===== config.mk =====
export PLATFORM = sky130hd
export DESIGN_NAME = lmssc_dev_flat
export DESIGN_NICKNAME = d
export VERILOG_FILES = /design/src/verilog/lmssc_pkg.sv /design/src/verilog/lmssc_if.sv /design/src/verilog/lmssc_sync.sv /design/src/verilog/lmssc_dev.sv /design/src/flat_wrapper.sv
export SDC_FILE = /design/constraint.sdc
export NUM_CORES = 1
export LEC_CHECK = 0
export ABC_AREA = 1
export BUFFER_PORTS_ARGS = -buffer_cell sky130_fd_sc_hd__buf_2
export CAP_MARGIN = 20
export CORE_MARGIN = 3
export CORE_UTILIZATION = 63
export DETAILED_ROUTE_END_ITERATION = 8
export GPL_TIMING_DRIVEN = 0
export PLACE_DENSITY = 0.95
export REMOVE_ABC_BUFFERS = 1
export SETUP_SLACK_MARGIN = 0.2
export SYNTH_ARGS = -nofsm -noshare
export SYNTH_HDL_FRONTEND = slang
export SYNTH_HIERARCHICAL = 1
export SYNTH_SLANG_ARGS = --single-unit

===== constraint.sdc =====
create_clock -name CLK -period 6.4 [get_ports CLK]
set_clock_uncertainty 0.05 [all_clocks]
set_input_delay 0.32 -clock CLK [delete_from_list [all_inputs] [get_ports CLK]]
set_output_delay 0.32 -clock CLK [all_outputs]
set_load 0.05 [all_outputs]

===== src/verilog/lmssc_pkg.sv =====
package lmssc_pkg;

    // channel count and serial frame layout
    localparam int NCH = 4;
    localparam int AW = 6;
    localparam int DW = 8;
    localparam logic [4:0] HDR_CNT = 5'h08;
    localparam logic [4:0] LAST_CNT = 5'h0f;
    localparam logic [4:0] FRAME_CNT = 5'h10;
    localparam int F_RW = 7;
    localparam int F_ADDR_HI = 6;
    localparam int F_ADDR_LO = 1;

    // device register map
    localparam logic [5:0] ADDR_GLOBAL = 6'h00;
    localparam logic [5:0] ADDR_INT_STAT = 6'h01;
    localparam logic [5:0] ADDR_CHAN0 = 6'h02;
    localparam logic [7:0] GLOBAL_RST = 8'h00;
    localparam logic [7:0] CHAN_RST = 8'h00;
    localparam int G_SINGLE = 0;
    localparam int G_JPATH = 1;
    localparam int G_JLO = 2;
    localparam int G_JHI = 3;
    localparam int C_EURO = 0;
    localparam int C_SONET = 1;
    localparam int C_IE = 2;

    // controller register map
    localparam logic [1:0] H_CMD = 2'h0;
    localparam logic [1:0] H_DATA = 2'h1;
    localparam logic [1:0] H_STAT = 2'h2;
    localparam int H_CMD_RD = 7;
    localparam int S_BUSY = 0;
    localparam int S_IRQ = 1;
    localparam int SCLK_HALF_DEF = 8;
    localparam int SCLK_HALF_MIN = 8;

    typedef enum logic [1:0] {
        RATE_DS3 = 2'b00,
        RATE_STS1 = 2'b01,
        RATE_E3 = 2'b10
    } lmssc_rate_e;

    typedef enum logic [1:0] {
        JA_FIFO16 = 2'b00,
        JA_FIFO32 = 2'b01,
        JA_OFF = 2'b10
    } lmssc_ja_e;

    // euro select wins over sonet select
    function automatic lmssc_rate_e rate_decode(input logic euro,
                                                input logic sonet);
        if (euro)
            return RATE_E3;
        return sonet ? RATE_STS1 : RATE_DS3;
    endfunction

    // low select high disables, else high select picks depth
    function automatic lmssc_ja_e ja_decode(input logic lo, input logic hi);
        if (lo)
            return JA_OFF;
        return hi ? JA_FIFO32 : JA_FIFO16;
    endfunction

endpackage


===== src/verilog/lmssc_if.sv =====
`timescale 1ns/1ns
`default_nettype none

interface lmssc_if;
    logic cs_n;
    logic sclk;
    logic port_serial_in;
    logic sdo_d;
    logic sdo_oe;
    logic intr_d;
    logic intr_oe;
    logic port_serial_out;
    logic intr_n;

    // wire levels: data out pulled low, interrupt pulled high
    assign port_serial_out = sdo_oe ? sdo_d : 1'b0;
    assign intr_n = intr_oe ? intr_d : 1'b1;

    modport dev (
        input cs_n, sclk, port_serial_in, port_serial_out, intr_n,
        output sdo_d, sdo_oe, intr_d, intr_oe
    );
    modport host (
        output cs_n, sclk, port_serial_in,
        input port_serial_out, intr_n
    );
endinterface

`default_nettype wire


===== src/verilog/lmssc_sync.sv =====
`timescale 1ns/1ns
`default_nettype none

module lmssc_sync #(
    parameter int W = 1,
    parameter logic [W-1:0] INIT = '0
) (
    input wire logic CLK,
    input wire logic RST,
    input wire logic [W-1:0] D,
    output logic [W-1:0] Q
);
    logic [W-1:0] meta_q;

    // two-flop synchroniser, first stage read only by the second
    always_ff @(posedge CLK)
    begin
        if (RST)
        begin
            meta_q <= INIT;
            Q <= INIT;
        end
        else
        begin
            meta_q <= D;
            Q <= meta_q;
        end
    end
endmodule // lmssc_sync

`default_nettype wire


===== src/verilog/lmssc_dev.sv =====
// The implementer's own choices: the placing of the registers and the address-and-strobe port.
`timescale 1ns/1ns
`default_nettype none

module lmssc_dev #(
    parameter int NCH = lmssc_pkg::NCH
) (
    input wire logic CLK,
    input wire logic RST,
    input wire logic MODE_SEL,
    input wire logic [NCH-1:0] EURO_SEL,
    input wire logic [NCH-1:0] SONET_SEL,
    input wire logic RAIL_SEL,
    input wire logic JA_SEL_LO,
    input wire logic JA_SEL_HI,
    input wire logic JA_PATH_SEL,
    input wire logic REG_RESET_N,
    input wire logic [NCH-1:0] LINE_LOSS,
    lmssc_if.dev LINK,
    output logic [2*NCH-1:0] CH_RATE,
    output logic SINGLE_RAIL,
    output logic CODEC_EN,
    output logic [1:0] JA_MODE,
    output logic JA_TX_PATH,
    output logic HOST_MODE,
    output logic RX_CLK_INV,
    output logic TX_CLK_INV,
    output logic RX_ENABLE,
    output logic RX_MON,
    output logic LOS_MUTE
);
    localparam int PW = 3 * NCH + 11;

    if (NCH < 1 || NCH > 8)
    begin : g_bad_nch
        $error("NCH must be 1 to 8");
    end

    // map address to channel index, -1 when not a channel register
    function automatic int chan_of(input logic [5:0] a);
        int idx;
        idx = int'(a) - int'(lmssc_pkg::ADDR_CHAN0);
        if (idx >= 0 && idx < NCH)
            return idx;
        return -1;
    endfunction

    logic [PW-1:0] pin_raw;
    logic [PW-1:0] pin_s;
    logic [NCH-1:0] euro_s, sonet_s, loss_s;
    logic host_s, rail_s, jlo_s, jhi_s, jpath_s, rstn_s;
    logic cs_n_s, sclk_s, sdi_s, sdo_s, intr_s;
    logic sclk_prev_q;
    logic [NCH-1:0] loss_prev_q;
    logic rise, fall, active, reg_rst;
    logic [4:0] cnt_q;
    logic [15:0] shift_q;
    logic [7:0] out_q;
    logic oe_q;
    logic intr_q;
    logic [7:0] global_q;
    logic [7:0] chan_q [NCH];
    logic [NCH-1:0] stat_q;
    logic [NCH-1:0] ie;
    logic [NCH-1:0] clr;
    logic wr_commit;
    logic [5:0] waddr;
    logic [7:0] wdata;
    logic [5:0] raddr;

    assign pin_raw = {LINK.intr_n, LINK.port_serial_out, LINK.port_serial_in, LINK.sclk,
                      LINK.cs_n, REG_RESET_N, JA_PATH_SEL, JA_SEL_HI,
                      JA_SEL_LO, RAIL_SEL, MODE_SEL, LINE_LOSS, SONET_SEL,
                      EURO_SEL};

    // every pin passes two flops first
    lmssc_sync #(
        .W(PW),
        .INIT({1'b1, 1'b0, 1'b0, 1'b0, 1'b1, 1'b1, {(PW-6){1'b0}}})
    ) u_sync (
        .CLK(CLK),
        .RST(RST),
        .D(pin_raw),
        .Q(pin_s)
    );

    assign euro_s = pin_s[NCH-1:0];
    assign sonet_s = pin_s[2*NCH-1:NCH];
    assign loss_s = pin_s[3*NCH-1:2*NCH];
    assign {intr_s, sdo_s, sdi_s, sclk_s, cs_n_s, rstn_s, jpath_s, jhi_s,
            jlo_s, rail_s, host_s} = pin_s[PW-1:3*NCH];

    // edge finding on the synchronised pins
    always_ff @(posedge CLK)
    begin
        if (RST)
        begin
            sclk_prev_q <= 1'b0;
            loss_prev_q <= '0;
        end
        else
        begin
            sclk_prev_q <= sclk_s;
            loss_prev_q <= loss_s;
        end
    end

    assign rise = sclk_s & ~sclk_prev_q;
    assign fall = ~sclk_s & sclk_prev_q;
    assign active = host_s & ~cs_n_s;
    assign reg_rst = RST | ~rstn_s;

    // frame bit counter and input shifter
    always_ff @(posedge CLK)
    begin
        if (RST || !active)
        begin
            cnt_q <= '0;
            shift_q <= '0;
        end
        else if (rise && cnt_q != lmssc_pkg::FRAME_CNT)
        begin
            shift_q <= {shift_q[14:0], sdi_s};
            cnt_q <= cnt_q + 5'h01;
        end
    end

    // write lands on the sixteenth rise
    assign wr_commit = active & rise & (cnt_q == lmssc_pkg::LAST_CNT)
                       & ~shift_q[lmssc_pkg::F_RW + 7];
    assign waddr = shift_q[lmssc_pkg::F_ADDR_HI + 7:lmssc_pkg::F_ADDR_LO + 7];
    assign wdata = {shift_q[6:0], sdi_s};
    assign raddr = shift_q[lmssc_pkg::F_ADDR_HI:lmssc_pkg::F_ADDR_LO];

    // global control register
    always_ff @(posedge CLK)
    begin
        if (reg_rst)
            global_q <= lmssc_pkg::GLOBAL_RST;
        else if (wr_commit && waddr == lmssc_pkg::ADDR_GLOBAL)
            global_q <= wdata;
    end

    // per-channel control registers
    always_ff @(posedge CLK)
    begin
        for (int i = 0; i < NCH; i++)
        begin
            if (reg_rst)
                chan_q[i] <= lmssc_pkg::CHAN_RST;
            else if (wr_commit && chan_of(waddr) == i)
                chan_q[i] <= wdata;
        end
    end

    // sticky loss events, write one to clear, set wins
    assign clr = (wr_commit && waddr == lmssc_pkg::ADDR_INT_STAT) ?
                 wdata[NCH-1:0] : '0;
    always_ff @(posedge CLK)
    begin
        if (reg_rst)
            stat_q <= '0;
        else
            stat_q <= (stat_q & ~clr) | (loss_s & ~loss_prev_q);
    end

    // interrupt enables from channel registers
    always_comb
    begin
        for (int i = 0; i < NCH; i++)
            ie[i] = chan_q[i][lmssc_pkg::C_IE];
    end

    // active-low interrupt, only driven in host mode
    always_ff @(posedge CLK)
    begin
        if (RST)
            intr_q <= 1'b1;
        else
            intr_q <= ~|(stat_q & ie);
    end
    assign LINK.intr_d = intr_q;
    assign LINK.intr_oe = host_s;

    // read data shifter driven on falling edges
    always_ff @(posedge CLK)
    begin
        if (RST || !active)
        begin
            out_q <= '0;
            oe_q <= 1'b0;
        end
        else if (fall)
        begin
            if (cnt_q == lmssc_pkg::HDR_CNT && shift_q[lmssc_pkg::F_RW])
            begin
                oe_q <= 1'b1;
                if (raddr == lmssc_pkg::ADDR_GLOBAL)
                    out_q <= global_q;
                else if (raddr == lmssc_pkg::ADDR_INT_STAT)
                    out_q <= 8'(stat_q);
                else if (chan_of(raddr) >= 0)
                    out_q <= chan_q[chan_of(raddr)];
                else
                    out_q <= 8'h00;
            end
            else if (cnt_q == lmssc_pkg::FRAME_CNT)
                oe_q <= 1'b0;
            else if (oe_q)
                out_q <= {out_q[6:0], 1'b0};
        end
    end
    assign LINK.sdo_d = out_q[7];
    assign LINK.sdo_oe = oe_q;

    // operating configuration, from registers or from straps
    always_ff @(posedge CLK)
    begin
        if (RST)
        begin
            CH_RATE <= '0;
            SINGLE_RAIL <= 1'b0;
            JA_MODE <= lmssc_pkg::JA_FIFO16;
            JA_TX_PATH <= 1'b0;
        end
        else if (host_s)
        begin
            for (int i = 0; i < NCH; i++)
                CH_RATE[2*i +: 2] <= lmssc_pkg::rate_decode(
                    chan_q[i][lmssc_pkg::C_EURO],
                    chan_q[i][lmssc_pkg::C_SONET]);
            SINGLE_RAIL <= global_q[lmssc_pkg::G_SINGLE];
            JA_MODE <= lmssc_pkg::ja_decode(global_q[lmssc_pkg::G_JLO],
                                            global_q[lmssc_pkg::G_JHI]);
            JA_TX_PATH <= global_q[lmssc_pkg::G_JPATH];
        end
        else
        begin
            for (int i = 0; i < NCH; i++)
                CH_RATE[2*i +: 2] <= lmssc_pkg::rate_decode(
                    euro_s[i], sonet_s[i]);
            SINGLE_RAIL <= rail_s;
            JA_MODE <= lmssc_pkg::ja_decode(jlo_s, jhi_s);
            JA_TX_PATH <= jpath_s;
        end
    end
    assign CODEC_EN = SINGLE_RAIL;

    // port pins take their strap roles in hardware mode
    always_ff @(posedge CLK)
    begin
        if (RST)
        begin
            HOST_MODE <= 1'b0;
            RX_CLK_INV <= 1'b0;
            TX_CLK_INV <= 1'b0;
            RX_ENABLE <= 1'b0;
            RX_MON <= 1'b0;
            LOS_MUTE <= 1'b0;
        end
        else
        begin
            HOST_MODE <= host_s;
            RX_CLK_INV <= ~host_s & cs_n_s;
            TX_CLK_INV <= ~host_s & sclk_s;
            RX_ENABLE <= ~host_s & sdi_s;
            RX_MON <= ~host_s & sdo_s;
            LOS_MUTE <= ~host_s & intr_s;
        end
    end
endmodule // lmssc_dev

`default_nettype wire


===== src/flat_wrapper.sv =====
// flat-port wrapper written by rule: the top's interface ports become plain ports
module lmssc_dev_flat 
#(
    parameter int NCH = lmssc_pkg::NCH
)
  (CLK, RST, MODE_SEL, EURO_SEL, SONET_SEL, RAIL_SEL, JA_SEL_LO, JA_SEL_HI, JA_PATH_SEL, REG_RESET_N, LINE_LOSS, CH_RATE, SINGLE_RAIL, CODEC_EN, JA_MODE, JA_TX_PATH, HOST_MODE, RX_CLK_INV, TX_CLK_INV, RX_ENABLE, RX_MON, LOS_MUTE, LINK_cs_n, LINK_sclk, LINK_port_serial_in, LINK_sdo_d, LINK_sdo_oe, LINK_intr_d, LINK_intr_oe);
  lmssc_if LINK_i ();
  input wire logic CLK;
  input wire logic RST;
  input wire logic MODE_SEL;
  input wire logic [NCH-1:0] EURO_SEL;
  input wire logic [NCH-1:0] SONET_SEL;
  input wire logic RAIL_SEL;
  input wire logic JA_SEL_LO;
  input wire logic JA_SEL_HI;
  input wire logic JA_PATH_SEL;
  input wire logic REG_RESET_N;
  input wire logic [NCH-1:0] LINE_LOSS;
  output logic [2*NCH-1:0] CH_RATE;
  output logic SINGLE_RAIL;
  output logic CODEC_EN;
  output logic [1:0] JA_MODE;
  output logic JA_TX_PATH;
  output logic HOST_MODE;
  output logic RX_CLK_INV;
  output logic TX_CLK_INV;
  output logic RX_ENABLE;
  output logic RX_MON;
  output logic LOS_MUTE;
  input wire logic [$bits(LINK_i.cs_n)-1:0] LINK_cs_n;
  input wire logic [$bits(LINK_i.sclk)-1:0] LINK_sclk;
  input wire logic [$bits(LINK_i.port_serial_in)-1:0] LINK_port_serial_in;
  output wire logic [$bits(LINK_i.sdo_d)-1:0] LINK_sdo_d;
  output wire logic [$bits(LINK_i.sdo_oe)-1:0] LINK_sdo_oe;
  output wire logic [$bits(LINK_i.intr_d)-1:0] LINK_intr_d;
  output wire logic [$bits(LINK_i.intr_oe)-1:0] LINK_intr_oe;
  assign LINK_i.cs_n = LINK_cs_n;
  assign LINK_i.sclk = LINK_sclk;
  assign LINK_i.port_serial_in = LINK_port_serial_in;
  assign LINK_sdo_d = LINK_i.sdo_d;
  assign LINK_sdo_oe = LINK_i.sdo_oe;
  assign LINK_intr_d = LINK_i.intr_d;
  assign LINK_intr_oe = LINK_i.intr_oe;
  lmssc_dev #(.NCH(NCH)) u_core (.CLK(CLK), .RST(RST), .MODE_SEL(MODE_SEL), .EURO_SEL(EURO_SEL), .SONET_SEL(SONET_SEL), .RAIL_SEL(RAIL_SEL), .JA_SEL_LO(JA_SEL_LO), .JA_SEL_HI(JA_SEL_HI), .JA_PATH_SEL(JA_PATH_SEL), .REG_RESET_N(REG_RESET_N), .LINE_LOSS(LINE_LOSS), .LINK(LINK_i), .CH_RATE(CH_RATE), .SINGLE_RAIL(SINGLE_RAIL), .CODEC_EN(CODEC_EN), .JA_MODE(JA_MODE), .JA_TX_PATH(JA_TX_PATH), .HOST_MODE(HOST_MODE), .RX_CLK_INV(RX_CLK_INV), .TX_CLK_INV(TX_CLK_INV), .RX_ENABLE(RX_ENABLE), .RX_MON(RX_MON), .LOS_MUTE(LOS_MUTE));
endmodule

==> summary.md <==
| Metric | Value |
|---|---|
| Run status | `finished, final reports clean` |
| Compound-gate portion of the synthesized area | `9.940%` |
| Synth top area share | `39.49%` |
| Top cells by instance count after synthesis | `dfxtp_1 (111), inv_1 (109), nor2_1 (100)` |
| Adder and majority cell fraction of the synthesized area | `1.112%` |
| Postcts setup bufs | `0` |
| Final worst-path cycle share | `42.64%` |
| Time the worst path needs with I/O delays and setup | `2.729 ns` |
| Startpoint kind of the worst setup timing path | `register` |
| Violation count after the first detailed-route iteration | `831` |
| Delay contributed by the slowest stage of the critical path | `0.52 ns` |
| Design Power | `1.990 mW` |
| Global route overflow | `0` |
| Die Wd | `100.5 um` |
| Initial antenna violation count | `0` |
| Yosys top cell by area | `dfxtp_1` |
| Slew at the pin closest to its max-slew limit | `1.086 ns` |
| Number of global-route vias before repair | `5198` |
| Synthesis-stage register bit count | `143` |
| Die Footprint | `0.01010 sq mm` |
| Vias per inst | `6.188` |
| Syn Area/Cell | `8.564 sq um` |
| Pin count of the biggest net entering global routing | `52` |
| First-pass GRT wire length | `26.17 mm` |
| Sum Neg Setup Slack | `0 ns` |
| Number of antenna cells inserted | `0` |
| Post-synthesis simple-gate area fraction | `21.48%` |
| Number of buffers inserted during clock tree synthesis | `17` |
| Worst voltage drop across the vdd grid | `0.2619 mV` |
| Post-synthesis xor/xnor area fraction | `0.1557%` |
| H-tree depth reported by CTS | `4` |
| Count of pins over their slew limit | `0` |
| Master of the slowest instance on the critical path | `o21ai_0` |
| Count of final setup violators | `0` |
| Most frequent cell after synthesis | `dfxtp_1` |
| Cells traversed along the worst timing path | `ha_1 -> inv_1 -> nor3_1 -> ha_1 -> and3_1 -> nand3_2 -> nor2_2 -> inv_1 -> o21ai_0 -> buf_4` |
| Placed wire-length estimate after detailed placement | `8.877 mm` |
| Number of standard-cell rows in the floorplan | `33` |
| Bufs on Longest Clock Path | `2` |
| Top post-synthesis cells by area | `dfxtp_1 (39%), edfxtp_1 (17%), inv_1 (7.3%)` |
| Number of vias after detailed routing | `5204` |
| Cell family with the largest share of critical-path delay | `simple AND/OR/NAND/NOR gates` |
| Sink Count | `143` |
| Tot GR Track Use | `34.66%` |
| Critical Path AT | `2.92 ns` |
| Post-DR wirelength/cell | `19.77 um` |
| Multi-input combinational cell area | `0.001839 sq mm` |
| Power density normalized to cell area | `301.6 mW/mm^2` |
| Number of buffer cells added on primary ports | `45` |
| Final net count | `751` |
| Total standard cell area after synthesis | `0.005627 sq mm` |
| Worst relative slew slack | `27.44%` |
| Fraction of registers with async set/reset | `0%` |
| Fraction of the yosys area taken by sequential cells | `56.57%` |
| Setup repair after global routing missed its margin | `false` |
| Largest family of logic cells by synthesized area | `simple AND/OR/NAND/NOR gates` |
| Number of cells produced by synthesis | `657` |
| Hold violation count in the final report | `0` |
| Iteration count of the initial detailed-routing pass | `6` |
| Top Ports | `46` |
| Total Routed Length | `16.62 mm` |
| Required time of the critical path | `6.59 ns` |
| Post-detailed-route DRC marker count | `0` |
| Fillcell total | `446` |
| Type of the most critical hold path | `reg2reg` |
| Fin Hold WS | `0.3583 ns` |
| Achievable clock frequency | `366.4 MHz` |
| WP buf/inv | `3` |
| Die Height | `100.5 um` |
| Growth of design area from synthesis to finish | `17.23%` |
| Clock-pin slew reported for the worst setup and hold paths after clock tree synthesis | `0.07 ns` |
| Final weighted congestion of routability-driven global placement | `0.9102` |
| Clock insertion delay at the later pin of the skew report | `0.54 ns` |
| Max-Cap Viols | `0` |
| Core footprint | `0.008423 sq mm` |
| Count of distinct cell types in the synthesized netlist | `39` |
| Worst Path Class, Setup | `reg2reg` |
| CP Capture Type | `register` |
| CTS tree | `done` |
| Multiplexer share of the synthesized area | `0%` |
| Root Buffer | `clkbuf_8` |
| Leakage power | `2.823 nW` |
| Number of routed nets with antenna violations | `0` |
| Effective utilization at floorplan | `66.80%` |
| Largest fanout of any net on the critical path | `6` |
| Post-synth EDFFs | `32` |
| Predominant post-synthesis flop cell | `dfxtp_1` |
| Fraction of layout cells with a size suffix above 1 | `16.71%` |
| YS warnings | `6` |
| Register area | `0.003183 sq mm` |
## routing by layer
layer | vias up | global-route usage (%) | routed length [um] | part of all wire (%)
li1 | 2206 | - | - | -
met1 | 2363 | 37.19 | 5399 | 32
met2 | 463 | 57.80 | 8065 | 49
met3 | 172 | 10.52 | 1800 | 11
met4 | 0 | 24.97 | 1357 | 8.2
met5 | - | 0 | 0 | 0
## power breakdown
group          switching [mW]  leakage [nW]  internal (mW)
logic                  0.0648          1.29         0.0294
clock network           0.433         0.276          0.504
registers              0.0113          1.26          0.946
total                   0.510          2.82           1.48
## stage by stage
step                area [sq um]  instances  utilization (%)  worst slack (ns)
detailed placement          5833        788            69.25             3.555
global placement            5826        787            69.16             3.527
floorplan                   5469        637                -             4.040
global route                6596        841            78.31             3.521
finish                      6596        841            78.31             3.671
CTS                         6596        841            78.31             3.734
## registers in the layout, summed over array words and instances, names as in the netlist, 5 cells and up
| register | cells |
|---|---|
| u_core/chan_q | 32 |
| u_core/out_q | 8 |
| u_core/u_sync/meta_q | 23 |
| u_core/shift_q | 15 |
| u_core/global_q | 8 |
| u_core/u_sync/Q | 23 |
| u_core/CH_RATE | 8 |
| u_core/cnt_q | 5 |
## repair_timing
action / in CTS / in global routing
hold endpoints to repair: 21 / 0
resized for setup: 0 / 0
hold buffers: 21 / 0
## worst min-delay path, cell delays in order, from the launching register on
cell and delay, ns:
dfxtp_1 0.30, inv_1 0.04, nor2_1 0.03
## worst paths after layout
path	start	endpoint	slack, ns	depth (start not counted)
max	u_core/cnt_q[1]$_SDFFE_PP0P_	u_core/chan_q[3][0]$_SDFFCE_PN0P_	3.67	10
min reg2reg	u_core/u_sync/meta_q[7]$_SDFF_PP0_	u_core/u_sync/Q[7]$_SDFF_PP0_	0.36	2
min	u_core/u_sync/meta_q[7]$_SDFF_PP0_	u_core/u_sync/Q[7]$_SDFF_PP0_	0.36	2
max reg2reg	u_core/cnt_q[1]$_SDFFE_PP0P_	u_core/chan_q[3][0]$_SDFFCE_PN0P_	3.67	10
## cell type report
cell class | count | share of cell area [%]
sequential | 143 | 48.25
multi-input combinational | 375 | 27.88
inverter | 119 | 6.772
timing repair buffer | 67 | 6.715
clock buffer | 19 | 6.544
tap | 105 | 1.992
clock inverter | 13 | 1.840
## layout by cell type, fill, tap and decap left out, types with 2 or more instances in the layout
cell type / synthesis / routed
a21oi_1: 46 / 46
nor3_2: 3 / 3
or2_2: 11 / 11
inv_6: 0 / 3
nand2_1: 86 / 86
clkinv_4: 0 / 5
clkbuf_8: 0 / 2
o32ai_1: 3 / 3
nand3_2: 2 / 2
nor2_4: 3 / 3
nor2_2: 9 / 9
dlygate4sd3_1: 0 / 21
dfxtp_1: 111 / 111
inv_8: 0 / 4
nand3_1: 28 / 28
edfxtp_1: 32 / 32
nor3_1: 2 / 2
nor2_1: 100 / 100
nand4_1: 8 / 8
o21ai_1: 2 / 2
ha_1: 5 / 5
o22ai_1: 3 / 3
o21ai_0: 46 / 46
nand2_2: 4 / 4
buf_2: 4 / 45
inv_2: 10 / 10
or2_1: 2 / 2
clkbuf_16: 0 / 16
inv_1: 109 / 109
o211ai_1: 3 / 3
## cell families (layout without fill, tap and decap cells)
family                     after synthesis  after routing
and+or+nand+nor                        263            263
adders and majority gates                5              5
buffers and inverters                  139            218
AOI/OAI and AO/OA                      106            106
xor gates and xnor gates                 1              1
DFF                                    143            143
Power figures use the tool's default switching activity.
